--- src/design/pec_pkg.sv ---
/*
 * shared constants of the performance event counter: control word
 * layout, counter width, event and unit mask codes.
 * assumes one core clock and a synchronous active-high reset.
 */
package pec_pkg;
    // ------------------------------------------------------------
    // widths
    // ------------------------------------------------------------
    localparam int CNT_W = 40;          // counter width
    localparam int RAW_W = 4;           // per-cycle increment width
    localparam int CTL_W = 32;          // control word width
    localparam logic [CTL_W-1:0] CTL_RST = 32'h0000_0000;
    localparam logic [CNT_W-1:0] CNT_RST = 40'h00_0000_0000;
    // ------------------------------------------------------------
    // control word fields
    // ------------------------------------------------------------
    localparam int ES_A_LSB = 0;        // event select, counter a
    localparam int ES_B_LSB = 16;       // event select, counter b
    localparam int ES_W = 6;
    localparam int CC_A_LSB = 6;        // counter control, a
    localparam int CC_B_LSB = 22;       // counter control, b
    localparam int CC_W = 3;
    localparam int PC_A_BIT = 9;        // pin control, a
    localparam int PC_B_BIT = 25;       // pin control, b
    localparam int CC_DUR_BIT = 2;      // clocks versus events
    localparam int CC_USR_BIT = 1;      // privilege 3
    localparam int CC_SUP_BIT = 0;      // privileges 0 to 2
    localparam logic [1:0] PRIV_USER = 2'h3;
    // ------------------------------------------------------------
    // event numbers and unit masks
    // ------------------------------------------------------------
    localparam logic [7:0] EV_CYCLES = 8'h3c;
    localparam logic [7:0] UM_CORE_CYC = 8'h00;
    localparam logic [7:0] UM_REF_CYC = 8'h01;
    localparam logic [7:0] EV_INST_RET = 8'hc0;
    localparam logic [7:0] UM_INST_RET = 8'h00;
    localparam logic [7:0] EV_LLC = 8'h2e;
    localparam logic [7:0] UM_LLC_REF = 8'h4f;
    localparam logic [7:0] UM_LLC_MISS = 8'h41;
    localparam logic [7:0] EV_BR_RET = 8'hc4;
    localparam logic [7:0] EV_BR_MISS = 8'hc5;
    localparam logic [7:0] UM_BR = 8'h00;
    localparam logic [7:0] EV_LD_BLOCK = 8'h03;
    localparam logic [7:0] UM_LD_BLOCK = 8'h02;
    localparam logic [7:0] EV_SPLIT = 8'h05;
    localparam logic [7:0] UM_SPLIT_LD = 8'h01;
    localparam logic [7:0] UM_SPLIT_ST = 8'h02;
    localparam logic [7:0] EV_ALIAS = 8'h07;
    localparam logic [7:0] UM_ALIAS = 8'h01;
    localparam logic [7:0] EV_DTLB = 8'h08;
    localparam logic [7:0] EV_RECOVER = 8'h0d;
    localparam logic [7:0] UM_RECOVER = 8'h03;
    localparam logic [7:0] EV_UOPS = 8'h0e;
    localparam logic [7:0] UM_UOPS_ANY = 8'h01;
endpackage

--- src/design/pec_event_select.sv ---
/*
 * event selection for one counter: picks the source named by event
 * number and unit mask, then applies threshold, invert and edge unless the threshold is zero.
 * assumes all event inputs are on the core clock.
 */
module pec_event_select (
    input wire logic i_clk,
    input wire logic i_rst,
    input wire logic [7:0] i_event,
    input wire logic [7:0] i_umask,
    input wire logic [7:0] i_threshold,
    input wire logic i_invert,
    input wire logic i_edge,
    input wire logic i_any_thread,
    input wire logic i_core_cycle,
    input wire logic i_ref_cycle,
    input wire logic [1:0] i_inst_retired,
    input wire logic i_llc_ref,
    input wire logic i_llc_miss,
    input wire logic i_branch_retired,
    input wire logic i_branch_mispredict,
    input wire logic i_blocked_forward_loads,
    input wire logic i_split_line_loads,
    input wire logic i_split_store_addr,
    input wire logic i_address_alias,
    input wire logic [7:0] i_dtlb_sub,
    input wire logic i_clear_recovery_cycles,
    input wire logic [2:0] i_uops_issued,
    input wire logic [2:0] i_uops_issued_other,
    output logic [pec_pkg::RAW_W-1:0] o_count
);
    import pec_pkg::*;

    // ------------------------------------------------------------
    // state: last threshold result, for edge detection
    // ------------------------------------------------------------
    typedef struct packed {
        logic hit;
    } pec_sel_state_t;

    pec_sel_state_t state_reg;
    pec_sel_state_t state_next;
    logic [RAW_W-1:0] raw;      // selected occurrences this cycle
    logic hit;                  // threshold comparison result

    // widen a small count to the raw width
    function automatic logic [RAW_W-1:0] wide(input logic [2:0] v);
        return {1'b0, v};
    endfunction

    // source decode
    always_comb begin
        raw = '0;
        case ({i_event, i_umask})
            {EV_CYCLES, UM_CORE_CYC}: raw = wide({2'h0, i_core_cycle});
            {EV_CYCLES, UM_REF_CYC}: raw = wide({2'h0, i_ref_cycle});
            {EV_INST_RET, UM_INST_RET}: raw = wide({1'b0, i_inst_retired});
            {EV_LLC, UM_LLC_REF}: raw = wide({2'h0, i_llc_ref});
            {EV_LLC, UM_LLC_MISS}: raw = wide({2'h0, i_llc_miss});
            {EV_BR_RET, UM_BR}: raw = wide({2'h0, i_branch_retired});
            {EV_BR_MISS, UM_BR}:
                raw = wide({2'h0, i_branch_mispredict});
            {EV_LD_BLOCK, UM_LD_BLOCK}:
                raw = wide({2'h0, i_blocked_forward_loads});
            {EV_SPLIT, UM_SPLIT_LD}:
                raw = wide({2'h0, i_split_line_loads});
            {EV_SPLIT, UM_SPLIT_ST}:
                raw = wide({2'h0, i_split_store_addr});
            {EV_ALIAS, UM_ALIAS}: raw = wide({2'h0, i_address_alias});
            {EV_RECOVER, UM_RECOVER}:
                raw = wide({2'h0, i_clear_recovery_cycles});
            {EV_UOPS, UM_UOPS_ANY}: begin
                // any-thread folds in the sibling thread's issue count
                raw = wide(i_uops_issued) + (i_any_thread ?
                    wide(i_uops_issued_other) : '0);
            end
            default: begin
                // union of the masked translation sub-events
                if (i_event == EV_DTLB) begin
                    raw = wide({2'h0, |(i_umask & i_dtlb_sub)});
                end
            end
        endcase
    end

    // threshold, invert and edge qualifiers
    always_comb begin
        state_next = state_reg;
        hit = i_invert ? ({4'h0, raw} < i_threshold)
                       : ({4'h0, raw} >= i_threshold);
        state_next.hit = hit;
        if (i_threshold == 8'h00) begin
            o_count = raw;
        end else if (i_edge) begin
            o_count = {3'h0, hit && !state_reg.hit};
        end else begin
            o_count = {3'h0, hit};
        end
    end

    // state register
    always_ff @(posedge i_clk) begin
        if (i_rst) begin
            state_reg <= '0;
        end else begin
            state_reg <= state_next;
        end
    end
endmodule

--- src/design/pec_perf_event_counter.sv ---
/*
 * two-counter performance event block with indicator pins.
 * each counter counts occurrences or clock duration of an event
 * chosen by event number and unit mask, gated by privilege.
 * assumes event sources, privilege and configuration are driven by
 * logic on the same core clock; no synchronisers are needed.
 */
module pec_perf_event_counter (
    input wire logic i_clk,
    input wire logic i_rst,
    // configuration word, latched every clock
    input wire logic [pec_pkg::CTL_W-1:0] i_counter_control_register,
    // upper event number bits beyond the six bit select field
    input wire logic [1:0] i_event_high_a,
    input wire logic [1:0] i_event_high_b,
    // per-counter qualifiers
    input wire logic [7:0] i_unit_mask_a,
    input wire logic [7:0] i_unit_mask_b,
    input wire logic [7:0] i_threshold_a,
    input wire logic [7:0] i_threshold_b,
    input wire logic i_invert_a,
    input wire logic i_invert_b,
    input wire logic i_edge_a,
    input wire logic i_edge_b,
    input wire logic i_any_thread_a,
    input wire logic i_any_thread_b,
    // software preset of the counters
    input wire logic i_preset_a,
    input wire logic i_preset_b,
    input wire logic [pec_pkg::CNT_W-1:0] i_preset_value,
    // clearing of the sticky overflow flags
    input wire logic i_overflow_clear_a,
    input wire logic i_overflow_clear_b,
    // privilege of the code now running
    input wire logic [1:0] i_current_privilege,
    // event sources of the core
    input wire logic i_core_cycle,
    input wire logic i_ref_cycle,
    input wire logic [1:0] i_inst_retired,
    input wire logic i_llc_ref,
    input wire logic i_llc_miss,
    input wire logic i_branch_retired,
    input wire logic i_branch_mispredict,
    input wire logic i_blocked_forward_loads,
    input wire logic i_split_line_loads,
    input wire logic i_split_store_addr,
    input wire logic i_address_alias,
    input wire logic [7:0] i_dtlb_sub,
    input wire logic i_clear_recovery_cycles,
    input wire logic [2:0] i_uops_issued,
    input wire logic [2:0] i_uops_issued_other,
    // results
    output logic [pec_pkg::CNT_W-1:0] o_event_counter_a,
    output logic [pec_pkg::CNT_W-1:0] o_event_counter_b,
    output logic o_indicator_pin_a,
    output logic o_indicator_pin_b,
    output logic o_overflow_a,
    output logic o_overflow_b
);
    import pec_pkg::*;

    // ------------------------------------------------------------
    // state
    // ------------------------------------------------------------
    typedef struct packed {
        logic [CTL_W-1:0] ctl;      // latched control word
        logic [CNT_W-1:0] cnt_a;    // counter a
        logic [CNT_W-1:0] cnt_b;    // counter b
        logic pin_a;                // indicator a
        logic pin_b;                // indicator b
        logic ovf_a;                // sticky overflow a
        logic ovf_b;                // sticky overflow b
    } pec_state_t;

    pec_state_t state_reg;
    pec_state_t state_next;

    // ------------------------------------------------------------
    // helper signals
    // ------------------------------------------------------------
    logic [RAW_W-1:0] raw_a;        // selected count, counter a
    logic [RAW_W-1:0] raw_b;        // selected count, counter b
    logic [7:0] event_a;            // full event number a
    logic [7:0] event_b;            // full event number b
    logic [CC_W-1:0] cc_a;          // counter control a
    logic [CC_W-1:0] cc_b;          // counter control b
    logic [RAW_W-1:0] inc_a;        // amount added this clock, a
    logic [RAW_W-1:0] inc_b;        // amount added this clock, b
    logic [CNT_W:0] sum_a;          // counter a plus carry
    logic [CNT_W:0] sum_b;          // counter b plus carry

    // ------------------------------------------------------------
    // functions
    // ------------------------------------------------------------

    // privilege gate from the low two control bits
    function automatic logic priv_ok(
        input logic [CC_W-1:0] cc,
        input logic [1:0] prv
    );
        logic user;
        user = (prv == PRIV_USER);
        // middle bit covers privilege 3, low bit the rest
        return user ? cc[CC_USR_BIT] : cc[CC_SUP_BIT];
    endfunction

    // amount to add in one clock
    function automatic logic [RAW_W-1:0] step(
        input logic [CC_W-1:0] cc,
        input logic [1:0] prv,
        input logic [RAW_W-1:0] raw
    );
        logic [RAW_W-1:0] amount;
        amount = '0;
        if (priv_ok(cc, prv)) begin
            if (cc[CC_DUR_BIT]) begin
                // duration: one per clock the condition is true
                amount = (raw != '0) ? 4'h1 : 4'h0;
            end else begin
                // occurrence: every occurrence, even two at once
                amount = raw;
            end
        end
        return amount;
    endfunction

    // 41 bit sum, top bit is the carry out of bit 39
    function automatic logic [CNT_W:0] add(
        input logic [CNT_W-1:0] cnt,
        input logic [RAW_W-1:0] amount
    );
        return {1'b0, cnt} + {37'h0, amount};
    endfunction

    // ------------------------------------------------------------
    // field extraction
    // ------------------------------------------------------------

    // the select field holds six bits; the high two come from
    // separate ports so that event numbers above 3fh are reachable
    always_comb begin
        event_a = {i_event_high_a,
            state_reg.ctl[ES_A_LSB +: ES_W]};
        event_b = {i_event_high_b,
            state_reg.ctl[ES_B_LSB +: ES_W]};
        cc_a = state_reg.ctl[CC_A_LSB +: CC_W];
        cc_b = state_reg.ctl[CC_B_LSB +: CC_W];
    end

    // ------------------------------------------------------------
    // event selection, one per counter
    // ------------------------------------------------------------

    // counter a source
    pec_event_select u_sel_a (
        .i_clk(i_clk),
        .i_rst(i_rst),
        .i_event(event_a),
        .i_umask(i_unit_mask_a),
        .i_threshold(i_threshold_a),
        .i_invert(i_invert_a),
        .i_edge(i_edge_a),
        .i_any_thread(i_any_thread_a),
        .i_core_cycle(i_core_cycle),
        .i_ref_cycle(i_ref_cycle),
        .i_inst_retired(i_inst_retired),
        .i_llc_ref(i_llc_ref),
        .i_llc_miss(i_llc_miss),
        .i_branch_retired(i_branch_retired),
        .i_branch_mispredict(i_branch_mispredict),
        .i_blocked_forward_loads(i_blocked_forward_loads),
        .i_split_line_loads(i_split_line_loads),
        .i_split_store_addr(i_split_store_addr),
        .i_address_alias(i_address_alias),
        .i_dtlb_sub(i_dtlb_sub),
        .i_clear_recovery_cycles(i_clear_recovery_cycles),
        .i_uops_issued(i_uops_issued),
        .i_uops_issued_other(i_uops_issued_other),
        .o_count(raw_a)
    );

    // counter b source
    pec_event_select u_sel_b (
        .i_clk(i_clk),
        .i_rst(i_rst),
        .i_event(event_b),
        .i_umask(i_unit_mask_b),
        .i_threshold(i_threshold_b),
        .i_invert(i_invert_b),
        .i_edge(i_edge_b),
        .i_any_thread(i_any_thread_b),
        .i_core_cycle(i_core_cycle),
        .i_ref_cycle(i_ref_cycle),
        .i_inst_retired(i_inst_retired),
        .i_llc_ref(i_llc_ref),
        .i_llc_miss(i_llc_miss),
        .i_branch_retired(i_branch_retired),
        .i_branch_mispredict(i_branch_mispredict),
        .i_blocked_forward_loads(i_blocked_forward_loads),
        .i_split_line_loads(i_split_line_loads),
        .i_split_store_addr(i_split_store_addr),
        .i_address_alias(i_address_alias),
        .i_dtlb_sub(i_dtlb_sub),
        .i_clear_recovery_cycles(i_clear_recovery_cycles),
        .i_uops_issued(i_uops_issued),
        .i_uops_issued_other(i_uops_issued_other),
        .o_count(raw_b)
    );

    // ------------------------------------------------------------
    // next state
    // ------------------------------------------------------------

    // counters, pins and overflow flags; a preset wins over
    // counting in the same clock and raises no pin
    always_comb begin
        state_next = state_reg;
        state_next.ctl = i_counter_control_register;
        inc_a = step(cc_a, i_current_privilege, raw_a);
        inc_b = step(cc_b, i_current_privilege, raw_b);
        sum_a = add(state_reg.cnt_a, inc_a);
        sum_b = add(state_reg.cnt_b, inc_b);

        // counter a
        if (i_preset_a) begin
            state_next.cnt_a = i_preset_value;
            state_next.pin_a = 1'b0;
        end else begin
            state_next.cnt_a = sum_a[CNT_W-1:0];
            if (state_reg.ctl[PC_A_BIT]) begin
                // overflow mode: one clock per carry out
                state_next.pin_a = sum_a[CNT_W];
            end else begin
                // increment mode: high exactly when it grows;
                // a duration event keeps it high throughout
                state_next.pin_a = (inc_a != '0);
            end
        end

        // counter b
        if (i_preset_b) begin
            state_next.cnt_b = i_preset_value;
            state_next.pin_b = 1'b0;
        end else begin
            state_next.cnt_b = sum_b[CNT_W-1:0];
            if (state_reg.ctl[PC_B_BIT]) begin
                state_next.pin_b = sum_b[CNT_W];
            end else begin
                state_next.pin_b = (inc_b != '0);
            end
        end

        // sticky overflow: a carry in the clearing clock still sets
        if (!i_preset_a && sum_a[CNT_W]) begin
            state_next.ovf_a = 1'b1;
        end else if (i_overflow_clear_a) begin
            state_next.ovf_a = 1'b0;
        end
        if (!i_preset_b && sum_b[CNT_W]) begin
            state_next.ovf_b = 1'b1;
        end else if (i_overflow_clear_b) begin
            state_next.ovf_b = 1'b0;
        end
    end

    // ------------------------------------------------------------
    // state register
    // ------------------------------------------------------------

    // control word comes up all zero: both counters disabled
    always_ff @(posedge i_clk) begin
        if (i_rst) begin
            state_reg.ctl <= CTL_RST;
            state_reg.cnt_a <= CNT_RST;
            state_reg.cnt_b <= CNT_RST;
            state_reg.pin_a <= 1'b0;
            state_reg.pin_b <= 1'b0;
            state_reg.ovf_a <= 1'b0;
            state_reg.ovf_b <= 1'b0;
        end else begin
            state_reg <= state_next;
        end
    end

    // ------------------------------------------------------------
    // outputs
    // ------------------------------------------------------------

    // all outputs straight from the state register; the pins
    // show the increment, or the carry in overflow mode, in the same clock the counter moves
    always_comb begin
        o_event_counter_a = state_reg.cnt_a;
        o_event_counter_b = state_reg.cnt_b;
        o_indicator_pin_a = state_reg.pin_a;
        o_indicator_pin_b = state_reg.pin_b;
        o_overflow_a = state_reg.ovf_a;
        o_overflow_b = state_reg.ovf_b;
    end
endmodule

--- config.mk ---
export PLATFORM = sky130hd
export DESIGN_NAME = pec_perf_event_counter
export DESIGN_NICKNAME = d
export VERILOG_FILES = /design/src/design/pec_pkg.sv /design/src/design/pec_event_select.sv /design/src/design/pec_perf_event_counter.sv
export SDC_FILE = /design/constraint.sdc
export NUM_CORES = 1
export LEC_CHECK = 0
export BUFFER_PORTS_ARGS = -buffer_cell sky130_fd_sc_hd__buf_2
export CAP_MARGIN = 20
export CORE_MARGIN = 5
export CORE_UTILIZATION = 47
export DETAILED_ROUTE_END_ITERATION = 8
export PLACE_DENSITY = 0.84
export SYNTH_ARGS = -nofsm -noshare
export SYNTH_HDL_FRONTEND = slang
export SYNTH_SLANG_ARGS = --single-unit
--- constraint.sdc ---
create_clock -name i_clk -period 5.3 [get_ports i_clk]
set_input_delay 1.06 -clock i_clk [delete_from_list [all_inputs] [get_ports i_clk]]
set_output_delay 1.06 -clock i_clk [all_outputs]
set_load 0.005 [all_outputs]
==> impl_metrics.toml <==
[run_status]
status = "finished, violations left"
violations = "setup timing"

[synth]
netlist_instances = 898
syn_avg_cell_area_sq_um = 8.02
ys.flop_type = "dfxtp_1"
synth_edf_count = 0
ys_seq_area_share_pct = 29.5
ys_top_cells_by_area = "dfxtp_1 (29%), buf_4 (8.4%), nor2_1 (5.5%)"
synth_seq_cells = 106
synth_top_cells_by_count = "dfxtp_1 (106), nor2_1 (106), buf_4 (81)"
synthesis.area_sq_mm = 0.00720
syn-num-nets = 1073
synthArstFlopShare_pct = 0
yosysTopAreaCell = "dfxtp_1"
netlist.area_leader.share_pct = 29.5
synth_cell_types = 69
synth_warnings = 0

[setup_path]
cp-start-kind = "primary input"
cp_max_fo = 5
r2r_start = "event_b[4]"
endpoint_kind = "flip-flop"
crit_start = "i_unit_mask_b[5]"
worstSetupPathType = "primary input to flip-flop"
crit_arrival_ns = 5.63
crit_path_end = "o_event_counter_b[36]"
timing.rr.end = "o_event_counter_b[36]"
r2r_slack_ns = 0.47
r2r_cells = 20
required_ns = 5.56

[routing]
wl_mm = 22.6
drt_iter0_drc = 440
wl_per_cell_microns = 17.5
via_count = 7289
ant_nets = 0
drc_errors = 0
viasPerCell = 5.66
first_pass_iters = 5

[place]
numPortBuffers = 220
gp_congestion = 0.927
dp_hpwl_mm = 16.6
place_area_sq_mm = 0.00834

[clocking]
cts-root-buf = "clkbuf_16"
cts_made_buffers = 9
hold_buffers = 0
clkSlewWorstSetupHoldPaths_ns = 0.08
cts_tree = "yes"
worstSkewPairLatency_ns = 0.36
clock_path_buffers = 2
htree_num_levels = 3
cts.sink_count = 106

[die]
die_w_microns = 134
dieArea_sq_mm = 0.0179
die_h_microns = 134
num_rows = 45
core_sq_mm = 0.0151
start_util_pct = 47.6
ios = 233

[global_route]
antenna_found_initial = 3
grt_start_max_net_pins = 67
grt_usage_pct = 23.0
grt_pass1_wl_mm = 33.7
grt_overflow_total = 0
grt_pass1_vias = 6902

[timing]
finalClockSkew_ns = 0.0160
slew_violations = 0
maxSlewHeadroom_pct = 49.9
rsz0062_at_grt = "yes"
finalHoldViolCount = 0
period_share_pct = 101
finalWorstSetupSlack_ns = -0.0638
setup_viol = 4
tightest_slew_ns = 0.752
hold_ws_ns = 0.528
fmax_mhz = 186
finalCriticalPeriod_ns = 5.36

[power]
leakagePower_nw = 4.06
p_per_area_mw_per_mm2 = 212
p_total_mw = 1.91
ir_drop_uv = 148

[layout]
syn_to_final_growth_pct = 25.1
fin_util_pct = 59.5
nets = 1268
layout-drive-gt1-share_pct = 35.1
n_fill_cell = 1332
multiInputGateArea_sq_mm = 0.00452
seq_area_sq_mm = 0.00212
final_area_sq_mm = 0.00901

[min_path]
hold_path_depth = 2
min_path_type = "flip-flop to flip-flop"

[run]
maxCapViolCount = 0
==> worst min path at each step <==
stage / end / from
floorplan: o_event_counter_b[27] / o_event_counter_b[27]
global placement: o_indicator_pin_a / state_reg[93]
detailed placement: o_indicator_pin_a / state_reg[93]
CTS: o_indicator_pin_a / state_reg[93]
global route: o_indicator_pin_b / state_reg[109]
finish: o_indicator_pin_a / state_reg[93]
==> cells by family (layout without fill, tap and decap cells) <==
| group | Yosys count | in the layout | synth area share, % |
|---|---|---|---|
| DFF | 106 | 106 | 29.5 |
| buffers and inverters | 149 | 349 | 12.2 |
| other | 0 | 1 | 0 |
| muxes | 33 | 33 | 4.60 |
| AOI/OAI and AO/OA | 151 | 151 | 13.5 |
| and+or+nand+nor | 367 | 367 | 27.3 |
| adders and majority gates | 26 | 26 | 4.93 |
| xor gates and xnor gates | 66 | 66 | 8.02 |
==> worst max-delay path, cell delays in order <==
cell      delay (ns)
buf_6           0.09
or3_4           0.38
or2_1           0.25
or4_4           0.61
o21ai_4         0.22
ha_4            0.14
a21o_1          0.19
buf_4           0.13
a21oi_1         0.07
a211o_2         0.33
a21oi_4         0.13
or2_1           0.12
ha_2            0.19
inv_2           0.04
fa_2            0.33
nor2b_1         0.12
o21a_2          0.18
nor2_4          0.06
nand4b_1        0.31
or3_1           0.41
a311oi_2        0.26
==> metal layers <==
layer  wire length (microns)  track usage, %
met5                      14               0
met4                     646            8.23
met3                    2190            6.86
met2                   10900            38.7
met1                    8800            28.0
==> metrics by stage <==
| step | TNS (ns) | setup slack [ns] | cells |
|---|---|---|---|
| 4_1_cts | 0 | 0.00215 | 1275 |
| 3_3_place_gp | -6.96 | -0.395 | 1259 |
| 2_1_floorplan | -0.0151 | -0.0151 | 898 |
| 3_5_place_dp | -10.79 | -0.486 | 1259 |
| 5_1_grt | -1.17 | -0.200 | 1287 |
| 6_report | -0.147 | -0.0638 | 1287 |
==> power by group <==
| group | internal [mW] | switching (mW) | total, mW |
|---|---|---|---|
| Combinational | 0.167 | 0.174 | 0.341 |
| Clock | 0.334 | 0.343 | 0.677 |
| Sequential | 0.842 | 0.0525 | 0.895 |
| Total | 1.34 | 0.569 | 1.91 |
==> cell type report <==
cell class	count	share of cell area [%]
clock buffers	9	2.50
repair buffers	297	18.9
flip-flops and latches	106	23.5
well taps	188	2.61
inverters	36	1.50
clock inverters	7	0.777
diodes	1	0.0278
multi-input cells	643	50.2
==> cell usage in the layout (no fill, tap or decap), types with 9 or more instances in the layout <==
| cell | n |
|---|---|
| a21oi_1 | 45 |
| and3_1 | 16 |
| buf_2 | 217 |
| buf_4 | 76 |
| clkbuf_16 | 9 |
| dfxtp_1 | 106 |
| ha_1 | 15 |
| inv_1 | 33 |
| mux2i_1 | 32 |
| nand2_1 | 59 |
| nand3_1 | 20 |
| nand4_1 | 25 |
| nor2_1 | 99 |
| nor2b_1 | 32 |
| nor3_1 | 16 |
| nor4_1 | 9 |
| o21ai_0 | 23 |
| or3_1 | 13 |
| xnor2_1 | 35 |
| xor2_1 | 30 |
==> timing repair <==
item	in CTS	in global routing
setup endpoints to repair	13	34
hold endpoints to repair	0	0
setup buffers	0	11
gates resized for setup	3	56
pin swaps	3	45
Note: power is estimated with default switching activity, not from simulation.
